<file path="src/include/gei_defines.svh">
`ifndef GEI_DEFINES_SVH
`define GEI_DEFINES_SVH

// register offsets on the five address lines
`define GEI_OFS_DATA 5'h00
`define GEI_OFS_EDGE 5'h01
`define GEI_OFS_DIR 5'h02
`define GEI_OFS_IEN_A 5'h03
`define GEI_OFS_IEN_B 5'h04
`define GEI_OFS_IPEND_A 5'h05
`define GEI_OFS_IPEND_B 5'h06
`define GEI_OFS_ISRV_A 5'h07
`define GEI_OFS_ISRV_B 5'h08
`define GEI_OFS_IMASK_A 5'h09
`define GEI_OFS_IMASK_B 5'h0A
`define GEI_OFS_VECT 5'h0B

// reset values
`define GEI_RST_BYTE 8'h00
`define GEI_RST_CHAN 16'h0000
`define GEI_RST_NIB 4'h0
// bus inputs idle high: cs_n, ds_n, rw, irq_ack_n_n, iei_n
`define GEI_BUS_IDLE 18'h3E000

// vector register fields
`define GEI_VEC_BASE_HI 7
`define GEI_VEC_BASE_LO 4
`define GEI_VEC_SOFT_BIT 3

// channel groups: group a is the upper half
`define GEI_GRP_A_HI 15
`define GEI_GRP_A_LO 8
`define GEI_GRP_B_HI 7
`define GEI_GRP_B_LO 0

`endif

</file>
<file path="src/include/gei_pkg.sv">
package gei_pkg;

   // synchronised view of the processor bus pins
   typedef struct packed {
      logic cs_n;
      logic ds_n;
      logic rw;
      logic irq_ack_n_n;
      logic iei_n;
      logic [4:0] addr;
      logic [7:0] wdata;
   } gei_bus_t;

   typedef enum logic [1:0] {
      gei_st_idle = 2'b01,
      gei_st_ack = 2'b10
   } gei_state_t;

endpackage

</file>
<file path="src/design/gei_port_irq.sv">
`timescale 1ns/100ps
`include "gei_defines.svh"

// Summary of operation
// RL1: lines interrupt on edge chosen per bit
// RL2: edge bit xored before falling detector
// RL3: software sets edges before enabling channels
// RL4: direction zero makes pin hi-z input
// RL5: direction one makes pin push-pull output
// RL6: output pins drive written data bit
// RL7: read gives register for outputs, pins otherwise
// RL8: sixteen channels, sixteen distinct vectors
// RL9: vector placed on bus during acknowledge
// RL10: per-channel enable, mask, pending, in-service access
// RL11: vector register bit selects end-of-interrupt mode
// RL12: fixed bit map of channels in groups
// RL13: eight lines, each input or output
// RL14: channel code gives priority, fifteen highest
// RL15: vector is base nibble plus channel code
// RL16: zero write or acknowledge clears pending
// RL17: mask blocks request, pending still latches
// RL18: request when pending, unmasked, not blocked

module gei_port_irq (
   // clock and reset
   input wire logic ref_clk,
   input wire logic rst,
   // processor bus
   input wire logic bus_cs_n,
   input wire logic bus_ds_n,
   input wire logic bus_rw,
   input wire logic [4:0] bus_addr,
   input wire logic [7:0] bus_data_in,
   output logic [7:0] bus_data_out,
   output logic bus_data_oe_n,
   output logic dtack_n,
   output logic dtack_oe_n,
   // interrupt handshake and chain
   input wire logic irq_ack_n,
   input wire logic chain_enable_in_n,
   output logic chain_enable_out_n,
   output logic irq_request_n,
   output logic irq_request_oe_n,
   // port lines
   input wire logic [7:0] port_lines_in,
   output logic [7:0] port_lines_out,
   output logic [7:0] port_lines_oe_n,
   // internal source pulses, same clock, only non-line channels used
   input wire logic [15:0] source_event
);

   import gei_pkg::*;

   gei_bus_t bus_raw;
   gei_bus_t bus;
   gei_state_t state;
   logic [7:0] line_level;
   logic [7:0] line_event;
   logic [7:0] port_line_data;
   logic [7:0] active_edge_select;
   logic [7:0] line_direction;
   logic [15:0] irq_enable;
   logic [15:0] irq_pending;
   logic [15:0] irq_in_service;
   logic [15:0] irq_mask;
   logic [3:0] vector_base_register;
   logic soft_eoi;
   logic [15:0] chan_event;
   logic [15:0] blocked;
   logic [15:0] req_vec;
   logic any_req;
   logic [3:0] vector_channel_code;
   logic sel;
   logic wr_stb;
   logic rd_stb;
   logic ack_stb;
   logic drive_data;
   logic [15:0] next_irq_pending;
   logic [15:0] next_irq_in_service;
   logic [7:0] read_value;

   ////////////////////////////////////////////////////////////////////////////
   // pin capture

   assign bus_raw = {bus_cs_n, bus_ds_n, bus_rw, irq_ack_n, chain_enable_in_n,
                     bus_addr, bus_data_in};

   gei_sync3 #(.WIDTH($bits(gei_bus_t)), .RST_VAL(`GEI_BUS_IDLE)) u_bus_sync (
      .ref_clk(ref_clk),
      .rst(rst),
      .d(bus_raw),
      .q(bus)
   );

   gei_sync3 #(.WIDTH(8), .RST_VAL(`GEI_RST_BYTE)) u_line_sync (
      .ref_clk(ref_clk),
      .rst(rst),
      .d(port_lines_in),
      .q(line_level)
   );

   gei_edge_detect u_edge (
      .ref_clk(ref_clk),
      .rst(rst),
      .line_level(line_level),
      .edge_sel(active_edge_select),
      .line_event(line_event)
   );

   ////////////////////////////////////////////////////////////////////////////
   // bus decode

   assign sel = ~bus.cs_n & ~bus.ds_n & (state == gei_st_idle);
   assign wr_stb = sel & ~bus.rw;
   assign rd_stb = sel & bus.rw;
   // RL9 acknowledge accepted
   assign ack_stb = ~bus.irq_ack_n_n & ~bus.ds_n & ~bus.iei_n & bus.cs_n & any_req
                    & (state == gei_st_idle);

   always_ff @(posedge ref_clk) begin
      if (rst) begin
         state <= gei_st_idle;
      end else begin
         case (state)
            gei_st_idle: begin
               if (wr_stb || rd_stb || ack_stb) begin
                  state <= gei_st_ack;
               end
            end
            gei_st_ack: begin
               if (bus.ds_n) begin
                  state <= gei_st_idle;
               end
            end
            default: begin
               state <= gei_st_idle;
            end
         endcase
      end
   end

   ////////////////////////////////////////////////////////////////////////////
   // port registers

   always_ff @(posedge ref_clk) begin
      if (rst) begin
         port_line_data <= `GEI_RST_BYTE;
         active_edge_select <= `GEI_RST_BYTE;
         line_direction <= `GEI_RST_BYTE;
      end else if (wr_stb) begin
         if (bus.addr == `GEI_OFS_DATA) begin
            port_line_data <= bus.wdata;
         end
         if (bus.addr == `GEI_OFS_EDGE) begin
            active_edge_select <= bus.wdata;
         end
         if (bus.addr == `GEI_OFS_DIR) begin
            line_direction <= bus.wdata;
         end
      end
   end

   // RL13 eight independent lines
   // RL4 zero is hi-z input
   // RL5 one is output
   assign port_lines_oe_n = ~line_direction;
   // RL6 output pins drive data
   assign port_lines_out = port_line_data;

   ////////////////////////////////////////////////////////////////////////////
   // channel control registers

   always_ff @(posedge ref_clk) begin
      if (rst) begin
         irq_enable <= `GEI_RST_CHAN;
         irq_mask <= `GEI_RST_CHAN;
         vector_base_register <= `GEI_RST_NIB;
         soft_eoi <= 1'b0;
      end else if (wr_stb) begin
         // RL10 enable and mask writes
         case (bus.addr)
            `GEI_OFS_IEN_A: irq_enable[`GEI_GRP_A_HI:`GEI_GRP_A_LO] <= bus.wdata;
            `GEI_OFS_IEN_B: irq_enable[`GEI_GRP_B_HI:`GEI_GRP_B_LO] <= bus.wdata;
            `GEI_OFS_IMASK_A: irq_mask[`GEI_GRP_A_HI:`GEI_GRP_A_LO] <= bus.wdata;
            `GEI_OFS_IMASK_B: irq_mask[`GEI_GRP_B_HI:`GEI_GRP_B_LO] <= bus.wdata;
            `GEI_OFS_VECT: begin
               vector_base_register <= bus.wdata[`GEI_VEC_BASE_HI:`GEI_VEC_BASE_LO];
               soft_eoi <= bus.wdata[`GEI_VEC_SOFT_BIT];
            end
            default: begin
            end
         endcase
      end
   end

   ////////////////////////////////////////////////////////////////////////////
   // channel events and priority

   // RL12 line and source channel map
   assign chan_event = {line_event[7:6], source_event[13:8], line_event[5:4],
                        source_event[5:4], line_event[3:0]};

   // RL18 block at or below a channel in service
   genvar g;
   generate
      for (g = 0; g < 16; g++) begin : g_chan
         assign blocked[g] = |irq_in_service[15:g];
      end
   endgenerate

   // RL17 mask gates request only
   assign req_vec = irq_pending & irq_enable & irq_mask & ~blocked;
   assign any_req = |req_vec;

   // RL14 highest code wins
   function automatic logic [3:0] top_code(input logic [15:0] v);
      top_code = 4'h0;
      for (int i = 0; i < 16; i++) begin
         if (v[i]) begin
            top_code = i[3:0];
         end
      end
   endfunction

   // RL8 one code per channel
   assign vector_channel_code = top_code(req_vec);

   ////////////////////////////////////////////////////////////////////////////
   // pending and in-service

   always_comb begin
      next_irq_pending = irq_pending;
      // RL16 zero write clears
      if (wr_stb && bus.addr == `GEI_OFS_IPEND_A) begin
         next_irq_pending[`GEI_GRP_A_HI:`GEI_GRP_A_LO] =
            irq_pending[`GEI_GRP_A_HI:`GEI_GRP_A_LO] & bus.wdata;
      end
      if (wr_stb && bus.addr == `GEI_OFS_IPEND_B) begin
         next_irq_pending[`GEI_GRP_B_HI:`GEI_GRP_B_LO] =
            irq_pending[`GEI_GRP_B_HI:`GEI_GRP_B_LO] & bus.wdata;
      end
      // RL16 acknowledge clears
      if (ack_stb) begin
         next_irq_pending[vector_channel_code] = 1'b0;
      end
      // a new edge wins over a clear in the same cycle; disabling clears
      next_irq_pending = (next_irq_pending | (chan_event & irq_enable)) & irq_enable;
   end

   always_comb begin
      next_irq_in_service = irq_in_service;
      if (wr_stb && bus.addr == `GEI_OFS_ISRV_A) begin
         next_irq_in_service[`GEI_GRP_A_HI:`GEI_GRP_A_LO] =
            irq_in_service[`GEI_GRP_A_HI:`GEI_GRP_A_LO] & bus.wdata;
      end
      if (wr_stb && bus.addr == `GEI_OFS_ISRV_B) begin
         next_irq_in_service[`GEI_GRP_B_HI:`GEI_GRP_B_LO] =
            irq_in_service[`GEI_GRP_B_HI:`GEI_GRP_B_LO] & bus.wdata;
      end
      if (ack_stb) begin
         next_irq_in_service[vector_channel_code] = 1'b1;
      end
      // RL11 automatic mode holds in-service clear
      if (!soft_eoi) begin
         next_irq_in_service = `GEI_RST_CHAN;
      end
   end

   always_ff @(posedge ref_clk) begin
      if (rst) begin
         irq_pending <= `GEI_RST_CHAN;
         irq_in_service <= `GEI_RST_CHAN;
      end else begin
         irq_pending <= next_irq_pending;
         irq_in_service <= next_irq_in_service;
      end
   end

   ////////////////////////////////////////////////////////////////////////////
   // read data and vector

   always_comb begin
      case (bus.addr)
         // RL7 outputs from register, inputs from pins
         `GEI_OFS_DATA: read_value = (line_direction & port_line_data)
                                     | (~line_direction & line_level);
         `GEI_OFS_EDGE: read_value = active_edge_select;
         `GEI_OFS_DIR: read_value = line_direction;
         `GEI_OFS_IEN_A: read_value = irq_enable[`GEI_GRP_A_HI:`GEI_GRP_A_LO];
         `GEI_OFS_IEN_B: read_value = irq_enable[`GEI_GRP_B_HI:`GEI_GRP_B_LO];
         `GEI_OFS_IPEND_A: read_value = irq_pending[`GEI_GRP_A_HI:`GEI_GRP_A_LO];
         `GEI_OFS_IPEND_B: read_value = irq_pending[`GEI_GRP_B_HI:`GEI_GRP_B_LO];
         `GEI_OFS_ISRV_A: read_value = irq_in_service[`GEI_GRP_A_HI:`GEI_GRP_A_LO];
         `GEI_OFS_ISRV_B: read_value = irq_in_service[`GEI_GRP_B_HI:`GEI_GRP_B_LO];
         `GEI_OFS_IMASK_A: read_value = irq_mask[`GEI_GRP_A_HI:`GEI_GRP_A_LO];
         `GEI_OFS_IMASK_B: read_value = irq_mask[`GEI_GRP_B_HI:`GEI_GRP_B_LO];
         `GEI_OFS_VECT: read_value = {vector_base_register, soft_eoi, 3'h0};
         default: read_value = `GEI_RST_BYTE;
      endcase
   end

   always_ff @(posedge ref_clk) begin
      if (rst) begin
         bus_data_out <= `GEI_RST_BYTE;
         drive_data <= 1'b0;
      end else if (ack_stb) begin
         // RL15 base nibble and code
         bus_data_out <= {vector_base_register, vector_channel_code};
         drive_data <= 1'b1;
      end else if (rd_stb) begin
         bus_data_out <= read_value;
         drive_data <= 1'b1;
      end else if (wr_stb) begin
         drive_data <= 1'b0;
      end
   end

   // the data bus is only driven while dtack is, so no fight at release
   assign bus_data_oe_n = ~(drive_data & (state == gei_st_ack));
   assign dtack_n = ~(state == gei_st_ack);
   assign dtack_oe_n = ~(state == gei_st_ack);

   // RL18 open-drain request
   assign irq_request_n = 1'b0;
   assign irq_request_oe_n = ~(any_req & bus.irq_ack_n_n & (state == gei_st_idle));
   assign chain_enable_out_n = ~(~bus.iei_n & ~any_req & (state == gei_st_idle));
endmodule // gei_port_irq

</file>
<file path="src/design/gei_sync3.sv">
`timescale 1ns/100ps

module gei_sync3 #(
   parameter int WIDTH = 8,
   parameter logic [WIDTH-1:0] RST_VAL = '0
) (
   // clock and reset
   input wire logic ref_clk,
   input wire logic rst,
   // asynchronous in, filtered out
   input wire logic [WIDTH-1:0] d,
   output logic [WIDTH-1:0] q
);

   logic [WIDTH-1:0] s1;
   logic [WIDTH-1:0] s2;
   logic [WIDTH-1:0] s3;

   always_ff @(posedge ref_clk) begin
      if (rst) begin
         s1 <= RST_VAL;
         s2 <= RST_VAL;
         s3 <= RST_VAL;
      end else begin
         s1 <= d;
         s2 <= s1;
         s3 <= s2;
      end
   end

   // a bit only moves once two stages agree, so a late glitch is not taken
   genvar i;
   generate
      for (i = 0; i < WIDTH; i++) begin : g_bit
         always_ff @(posedge ref_clk) begin
            if (rst) begin
               q[i] <= RST_VAL[i];
            end else if (s2[i] == s3[i]) begin
               q[i] <= s2[i];
            end
         end
      end
   endgenerate

endmodule // gei_sync3

</file>
<file path="src/design/gei_edge_detect.sv">
`timescale 1ns/100ps
`include "gei_defines.svh"

module gei_edge_detect (
   // clock and reset
   input wire logic ref_clk,
   input wire logic rst,
   // filtered lines and edge choice
   input wire logic [7:0] line_level,
   input wire logic [7:0] edge_sel,
   // one-cycle event per line
   output logic [7:0] line_event
);

   logic [7:0] xored;
   logic [7:0] xored_q;

   // RL2 xor then falling
   assign xored = line_level ^ edge_sel;

   always_ff @(posedge ref_clk) begin
      if (rst) begin
         xored_q <= `GEI_RST_BYTE;
      end else begin
         xored_q <= xored;
      end
   end

   // RL1 falling or rising
   genvar i;
   generate
      for (i = 0; i < 8; i++) begin : g_line
         assign line_event[i] = xored_q[i] & ~xored[i];
      end
   endgenerate

endmodule // gei_edge_detect

</file>
<file path="config.mk">
export PLATFORM = sky130hd
export DESIGN_NAME = gei_port_irq
export DESIGN_NICKNAME = d
export VERILOG_FILES = /design/src/include/gei_pkg.sv /design/src/design/gei_port_irq.sv /design/src/design/gei_sync3.sv /design/src/design/gei_edge_detect.sv
export VERILOG_INCLUDE_DIRS = /design/src /design/src/include
export SDC_FILE = /design/constraint.sdc
export NUM_CORES = 1
export LEC_CHECK = 0
export BUFFER_PORTS_ARGS = -buffer_cell sky130_fd_sc_hd__buf_2
export CORE_MARGIN = 1
export CORE_UTILIZATION = 25
export DETAILED_ROUTE_END_ITERATION = 7
export PLACE_DENSITY_LB_ADDON = 0.2
export SLEW_MARGIN = 5
export SYNTH_ARGS = -nofsm -noshare
export SYNTH_HDL_FRONTEND = slang
export SYNTH_HIERARCHICAL = 1
export SYNTH_SLANG_ARGS = --single-unit
</file>
<file path="constraint.sdc">
create_clock -name ref_clk -period 2.3 [get_ports ref_clk]
set_input_delay 0.69 -clock ref_clk [delete_from_list [all_inputs] [get_ports ref_clk]]
set_output_delay 0.69 -clock ref_clk [all_outputs]
set_load 0.02 [all_outputs]
</file>
==> results of run 1 <==
[per-layer routing]
layer	vias up	share of wire
met1	3678	0.46
met2	180	0.47
met5	-	0.00050
met3	52	0.039
li1	3746	-
met4	2	0.027
[report_power, final]
group / leakage (nW) / switching, mW / total, mW / internal [mW]
clock network: 0.388 / 1.56 / 3.96 / 2.40
registers: 1.76 / 0.0218 / 3.82 / 3.80
logic: 2.35 / 0.0945 / 0.163 / 0.0688
total: 4.50 / 1.67 / 7.94 / 6.27
[flip-flops by register name, indices dropped and copies added (netlist names), 16 cells and up]
signal	count
irq_enable	16
irq_in_service	16
irq_mask	16
irq_pending	16
u_bus_sync/q	18
u_bus_sync/s1	18
u_bus_sync/s2	18
u_bus_sync/s3	18
[logic make-up (layout without fill, tap and decap cells)]
kind of cell           Yosys count  after routing  synth area share
flip-flops                     216            216             0.494
other                            1              2          0.000429
buffers and inverters           63            294            0.0338
multiplexers                    65             65            0.0748
AO/OA/AOI/OAI                  227            227             0.179
XOR/XNOR                         8              8           0.00801
AND/OR/NAND/NOR                351            351             0.210
[synthesized netlist by cell type, drive strengths merged, types with 8 or more instances]
library cell,n
nand2,57
nor2,110
o21ai,47
o211ai,16
mux2i,62
buf,19
xnor2,8
clkbuf,29
dfxtp,216
nor3,20
and2,15
nand4,14
o21a,17
a21oi,52
nand3,20
nor2b,69
inv,15
or2,16
a211oi,11
a22oi,30
[cell type report]
class / count / area (sq um)
Antenna cell: 1 / 2.50
Clock inverter: 7 / 116
Multi-Input combinational cell: 652 / 4420
Clock buffer: 36 / 687
Sequential cell: 216 / 4330
Inverter: 15 / 56.3
Timing Repair Buffer: 236 / 1750
Tap cell: 455 / 569
Fill cell: 3557 / 22500
[worst max path at each step]
stage / startpoint / end / slack, ps
2_1_floorplan: irq_in_service[15] / irq_request_oe_n / -7
3_3_place_gp: irq_in_service[8] / irq_pending[1] / -240
3_5_place_dp: irq_in_service[8] / irq_pending[1] / -250
4_1_cts: irq_in_service[13] / irq_request_oe_n / -580
5_1_grt: irq_in_service[13] / irq_request_oe_n / -630
6_report: irq_in_service[15] / irq_request_oe_n / -560
[what timing repair did]
action / CTS / global route
buffers inserted: 12 / 6
hold buffers: 0 / 0
setup endpoints to repair: 29 / 43
pin swaps: 17 / 11
gates resized for setup: 50 / 27
[through the flow]
stage	util	total power, mW	hold WS (ps)
after CTS	0.341	8.07	327
final	0.346	7.94	345
after global routing	0.346	8.25	332
after floorplan	-	4.00	383
after global placement	0.310	4.07	392
after detailed placement	0.310	4.07	400
[worst register-to-register path: cells and delay by family, from the launching register on]
| family | cells | cell delay (ps) |
|---|---|---|
| compound gates | 4 | 960 |
| buf+inv | 4 | 610 |
| flops | 1 | 330 |
| simple gates | 3 | 650 |
[cells in the final DEF (no fill, tap or decap), types with 5 or more instances in the layout]
master	n
sky130_fd_sc_hd__a211oi_1	8
sky130_fd_sc_hd__a21oi_1	42
sky130_fd_sc_hd__a21oi_2	9
sky130_fd_sc_hd__a22oi_1	29
sky130_fd_sc_hd__and2_1	15
sky130_fd_sc_hd__and3_1	6
sky130_fd_sc_hd__buf_12	5
sky130_fd_sc_hd__buf_2	61
sky130_fd_sc_hd__buf_4	153
sky130_fd_sc_hd__buf_6	17
sky130_fd_sc_hd__clkbuf_1	9
sky130_fd_sc_hd__clkbuf_16	25
sky130_fd_sc_hd__dfxtp_1	211
sky130_fd_sc_hd__dfxtp_2	5
sky130_fd_sc_hd__inv_1	15
sky130_fd_sc_hd__mux2i_1	62
sky130_fd_sc_hd__nand2_1	55
sky130_fd_sc_hd__nand2b_1	5
sky130_fd_sc_hd__nand3_1	17
sky130_fd_sc_hd__nand4_1	13
sky130_fd_sc_hd__nor2_1	109
sky130_fd_sc_hd__nor2b_1	67
sky130_fd_sc_hd__nor3_1	13
sky130_fd_sc_hd__nor3_2	6
sky130_fd_sc_hd__o211ai_1	16
sky130_fd_sc_hd__o21a_1	15
sky130_fd_sc_hd__o21ai_0	42
sky130_fd_sc_hd__or2_1	12
sky130_fd_sc_hd__xnor2_1	8
==> impl_metrics.json, run 1 <==
{
  "status": "complete, but fails checks",
  "failing_checks": "setup timing",
  "stdcell_area_sq_um": 11900,
  "hpwl_mm": 22.5,
  "synthToLayoutAreaGrowth_pct": 36.4,
  "power.density_cell_area_nw_per_um2": 665,
  "clock_tree.root_cell": "sky130_fd_sc_hd__clkbuf_16",
  "tritoncts.num_buffers": 25,
  "number_of_placed_cells_counting_well_taps": 1558,
  "yosys_warnings": 6,
  "synth.avg_cell_area_sq_um": 9.40,
  "slew_viol_final": 0,
  "syn_inst": 931,
  "whs_endpoint": "u_bus_sync/s1[16]",
  "synth-main-ff-cell": "sky130_fd_sc_hd__dfxtp_1",
  "worst-endpoint-arrival_ps": 2170,
  "top_usage_layer": "met2",
  "use_met2": 0.279,
  "worstSkewPairLatency_ps": 530,
  "critical_path.max_stage_delay_ps": 390,
  "cpMaxStageDelayCell": "sky130_fd_sc_hd__dfxtp_2",
  "synth_enable_flop_cells": 0,
  "initial_utilization": 0.254,
  "die_y_um": 189,
  "overall_fraction_of_global_route_tracks_in_use": 0.167,
  "post_layout_nonfiller_instances": 1618,
  "clkSlewWorstSetupHoldPaths_ps": 60,
  "cp_data_required_time_ps": 1610,
  "totalWireLength_mm": 29.9,
  "timing.fmax_mhz": 350,
  "cts.htree.levels": 1,
  "route.detailed.drc": 0,
  "r2r-end": "irq_pending[13]",
  "async_reset_ff_frac": 0,
  "sequential_area_share_after_synthesis": 0.494,
  "setup.worst_path.end_class": "output port",
  "mappedNetlistNets": 975,
  "synth.cell_area_sq_um": 8750,
  "hold_violations": 0,
  "fraction_of_post_synthesis_cell_area_in_the_top_cell_type_by_area": 0.494,
  "hold_depth": 2,
  "critical_register_to_register_path_startpoint": "irq_in_service[13]",
  "tightestPinTransition_ps": 771,
  "critical_path.cell_chain": "and4b_4, a41oi_4, and3_4, nand2_1, o311ai_4, buf_6",
  "crit_path_max_fanout": 5,
  "max_slew_margin": 0.485,
  "final.period_utilization": 1.24,
  "vias_per_cell": 4.73,
  "reg2reg_depth": 11,
  "cp-start-kind": "register",
  "setup_ws_ps": -556,
  "critPathTopFamily": "simple AND/OR/NAND/NOR gates",
  "yosys.area.top_type": "sky130_fd_sc_hd__dfxtp_1",
  "min_period_ps": 2860,
  "timing.setup.tns_ps": -8480,
  "tritoncts": "done",
  "met3_usage": 0.0235,
  "detail-route-antenna-nets": 0,
  "rsz_0062_raised_after_global_routing": "true",
  "routabilityCongestion": 0.896,
  "critical_path_depth": 6,
  "vias": 7658,
  "max_root_sink_buffers": 3,
  "rows": 68,
  "grt_max_degree": 69,
  "clock-skew-final_ps": 18.4,
  "timing.max_cap.violations": 0,
  "detailedPlace.worstSlack_ps": -254,
  "min_delay_startpoint": "bus_ds_n",
  "vdd_drop_max_mv": 0.475,
  "placed_cell_area_sq_um": 10700,
  "grt_util_met1": 0.222,
  "grt_antenna_before_repair": 1,
  "drive_gt1_frac": 0.295,
  "grt_first_pass_wirelength_mm": 45.5,
  "design.die.area_sq_um": 35700,
  "final-setup-viol-count": 35,
  "drt_first_pass_iters": 5,
  "synth-seq-cells": 216,
  "register_to_register_setup_slack_ps": -380,
  "critical_path.n_buffers_inverters": 1,
  "number_of_library_cell_types_mapped_by_synthesis": 75,
  "number_of_port_buffers": 64,
  "core-area_sq_um": 34500,
  "clock-sinks": 216,
  "holdCritPathClass": "in2reg",
  "ys_top_cells_by_area": "sky130_fd_sc_hd__dfxtp_1 49%, sky130_fd_sc_hd__mux2i_1 7.1%, sky130_fd_sc_hd__nor2b_1 4.9%, sky130_fd_sc_hd__nor2_1 4.7%, sky130_fd_sc_hd__a21oi_1 3.0%",
  "drt_iter0_markers": 511,
  "globalRoute.totalOverflow": 0,
  "worst-setup-path-type": "reg2out",
  "top_level_ports": 74,
  "grt_pass1_vias": 7549,
  "die_w_um": 189,
  "net_count_of_the_finished_layout": 1190,
  "detail_route.wl_per_cell_um": 18.5,
  "total_leakage_power_nw": 4.50
}
No activity file was read; power rests on OpenSTA's default activity.
==> inputs of run 2 (changes only) <==
Settings changed: CORE_ASPECT_RATIO from default to 2, CORE_MARGIN 1 to 8.
==> run 2 against run 1 <==
  * The flow still finishes with violations (setup timing)
  * Critical path depth increased by 1
  * Worst setup slack worse by 39 ps
  * Clock skew decreased by 7.2 ps
  * Sequential share of layout area fell by 0.54 points
  * Clock power is 5% lower
  * Largest power group is now sequential cells
==> impl_metrics.json, run 2 (same netlist as run 1, synthesis figures left out) <==
{
  "holdCritPathClass": "in2reg",
  "cpMaxStageDelayCell": "sky130_fd_sc_hd__a311oi_4",
  "die_y_um": 281,
  "failing_checks": "setup timing",
  "clock_tree.root_cell": "sky130_fd_sc_hd__clkbuf_16",
  "grt_max_degree": 60,
  "tritoncts": "done",
  "vdd_drop_max_mv": 0.456,
  "drt_first_pass_iters": 5,
  "route.detailed.drc": 0,
  "net_count_of_the_finished_layout": 1198,
  "max_slew_margin": 0.441,
  "timing.max_cap.violations": 0,
  "overall_fraction_of_global_route_tracks_in_use": 0.149,
  "detail-route-antenna-nets": 0,
  "totalPowerFinal_mw": 7.76,
  "clock-sinks": 216,
  "fill_cells": 3673,
  "drive_gt1_frac": 0.314,
  "setup_ws_ps": -595,
  "globalRoute.totalOverflow": 0,
  "grt_pass1_vias": 7903,
  "status": "complete, but fails checks",
  "num_antenna_cells": 0,
  "ctsHoldBuffers": 0,
  "crit_path_max_fanout": 3,
  "cp-start-kind": "register",
  "worst-setup-path-type": "reg2out",
  "core-area_sq_um": 34700,
  "routabilityCongestion": 0.896,
  "final.period_utilization": 1.26,
  "hold_violations": 0,
  "timing.fmax_mhz": 345,
  "vias": 7888,
  "rsz_0062_raised_after_global_routing": "true",
  "setup.worst_path.end_class": "output port",
  "multi_input_logic_area_sq_um": 4560,
  "rows": 97,
  "slew_viol_final": 0,
  "totalWireLength_mm": 32.1,
  "clkSlewWorstSetupHoldPaths_ps": 60,
  "critical_path.max_stage_delay_ps": 370,
  "grt_antenna_before_repair": 0,
  "critical_path.n_buffers_inverters": 3,
  "timing.setup.tns_ps": -4960,
  "critPathTopFamily": "compound AO/OA/AOI/OAI gates",
  "worstSkewPairLatency_ps": 520,
  "crit_top_cell": "sky130_fd_sc_hd__buf_6",
  "design.die.area_sq_um": 41600,
  "die_w_um": 148,
  "drt_iter0_markers": 487,
  "register_area_sq_um": 4340,
  "power.density_cell_area_nw_per_um2": 640,
  "final-setup-viol-count": 36,
  "commonest_non_fill_non_tap_cell_in_the_layout": "sky130_fd_sc_hd__dfxtp_1",
  "synthToLayoutAreaGrowth_pct": 38.6,
  "top_level_ports": 74,
  "cp_data_required_time_ps": 1610,
  "hpwl_mm": 23.9,
  "number_of_port_buffers": 64,
  "tightestPinTransition_ps": 836,
  "detail_route.wl_per_cell_um": 19.9,
  "min_period_ps": 2900,
  "clock-skew-final_ps": 11.3,
  "tritoncts.num_buffers": 22,
  "cts.htree.levels": 1,
  "worst-endpoint-arrival_ps": 2210,
  "layout.cells.most_common_list": "211 x sky130_fd_sc_hd__dfxtp_1, 155 x sky130_fd_sc_hd__buf_4, 106 x sky130_fd_sc_hd__nor2_1, 68 x sky130_fd_sc_hd__nor2b_1, 62 x sky130_fd_sc_hd__mux2i_1",
  "critical_path.cell_chain": "nor2_1, nand4_1, a311oi_4, buf_6, buf_6, o311ai_4, buf_6",
  "initial_utilization": 0.252,
  "vias_per_cell": 4.89,
  "total_leakage_power_nw": 4.64,
  "max_root_sink_buffers": 3,
  "grt_first_pass_wirelength_mm": 47.5
}
## run 2: cell types whose count changed in the layout (fill, tap and decap cells not counted), sizes merged
cell	delta
buf	+11
clkbuf	-6
clkinv	+2
diode	-1
inv	-1
## run 2: what timing repair did
action | in CTS | in global routing
resized for setup | 44 | 71
setup endpoints to repair | 49 | 59
setup buffers | 6 | 13
pin swaps | 17 | 27
## run 2: final timing paths
kind                                          end  cells after the start               start  slack, ps
worst min-delay path            u_bus_sync/s1[16]                      2            bus_ds_n        350
worst min register to register  u_bus_sync/s2[16]                      1   u_bus_sync/s1[16]        410
worst max-delay path             irq_request_oe_n                      7   irq_in_service[1]       -600
worst max register to register     irq_pending[0]                     10  irq_in_service[13]       -250
## run 2: routing by layer
layer	vias up	GRT usage	part of all wire
met5	-	0	0
met4	0	0.0683	0.044
met3	70	0.0171	0.041
met2	225	0.270	0.50
met1	3845	0.172	0.41
li1	3748	-	-
## run 2: through the flow
| step | setup WS [ps] | cells | util | instance area (sq um) | hold WS, ps |
|---|---|---|---|---|---|
| final | -595 | 1613 | 0.349 | 12100 | 354 |
| after global routing | -642 | 1613 | 0.349 | 12100 | 340 |
| after CTS | -660 | 1601 | 0.338 | 11700 | 324 |
| after detailed placement | -319 | 1557 | 0.309 | 10700 | 401 |
| after global placement | -289 | 1557 | 0.309 | 10700 | 405 |
| after floorplan | -7.15 | 931 | - | 8790 | 383 |
## run 2: worst register-to-register path, stage by stage, from the launching register on
cell,delay (ps)
sky130_fd_sc_hd__dfxtp_2,340
sky130_fd_sc_hd__nor4_4,270
sky130_fd_sc_hd__buf_4,200
sky130_fd_sc_hd__nand3_4,100
sky130_fd_sc_hd__buf_6,140
sky130_fd_sc_hd__buf_6,120
sky130_fd_sc_hd__buf_6,110
sky130_fd_sc_hd__a311o_1,330
sky130_fd_sc_hd__or3_4,420
sky130_fd_sc_hd__o221a_1,220
sky130_fd_sc_hd__o211a_1,200
## run 2: layout make-up
class	instances	area share
Multi-Input combinational cell	652	0.376
Sequential cell	216	0.358
Clock buffer	30	0.0529
Timing Repair Buffer	247	0.153
Tap cell	445	0.0459
Inverter	15	0.00464
Clock inverter	8	0.00970
## run 2: where the power goes
part           internal (mW)  total [mW]  switching (mW)
combinational         0.0665       0.163          0.0961
clock                   2.28        3.78            1.50
sequential              3.79        3.82          0.0218
total                   6.14        7.76            1.62
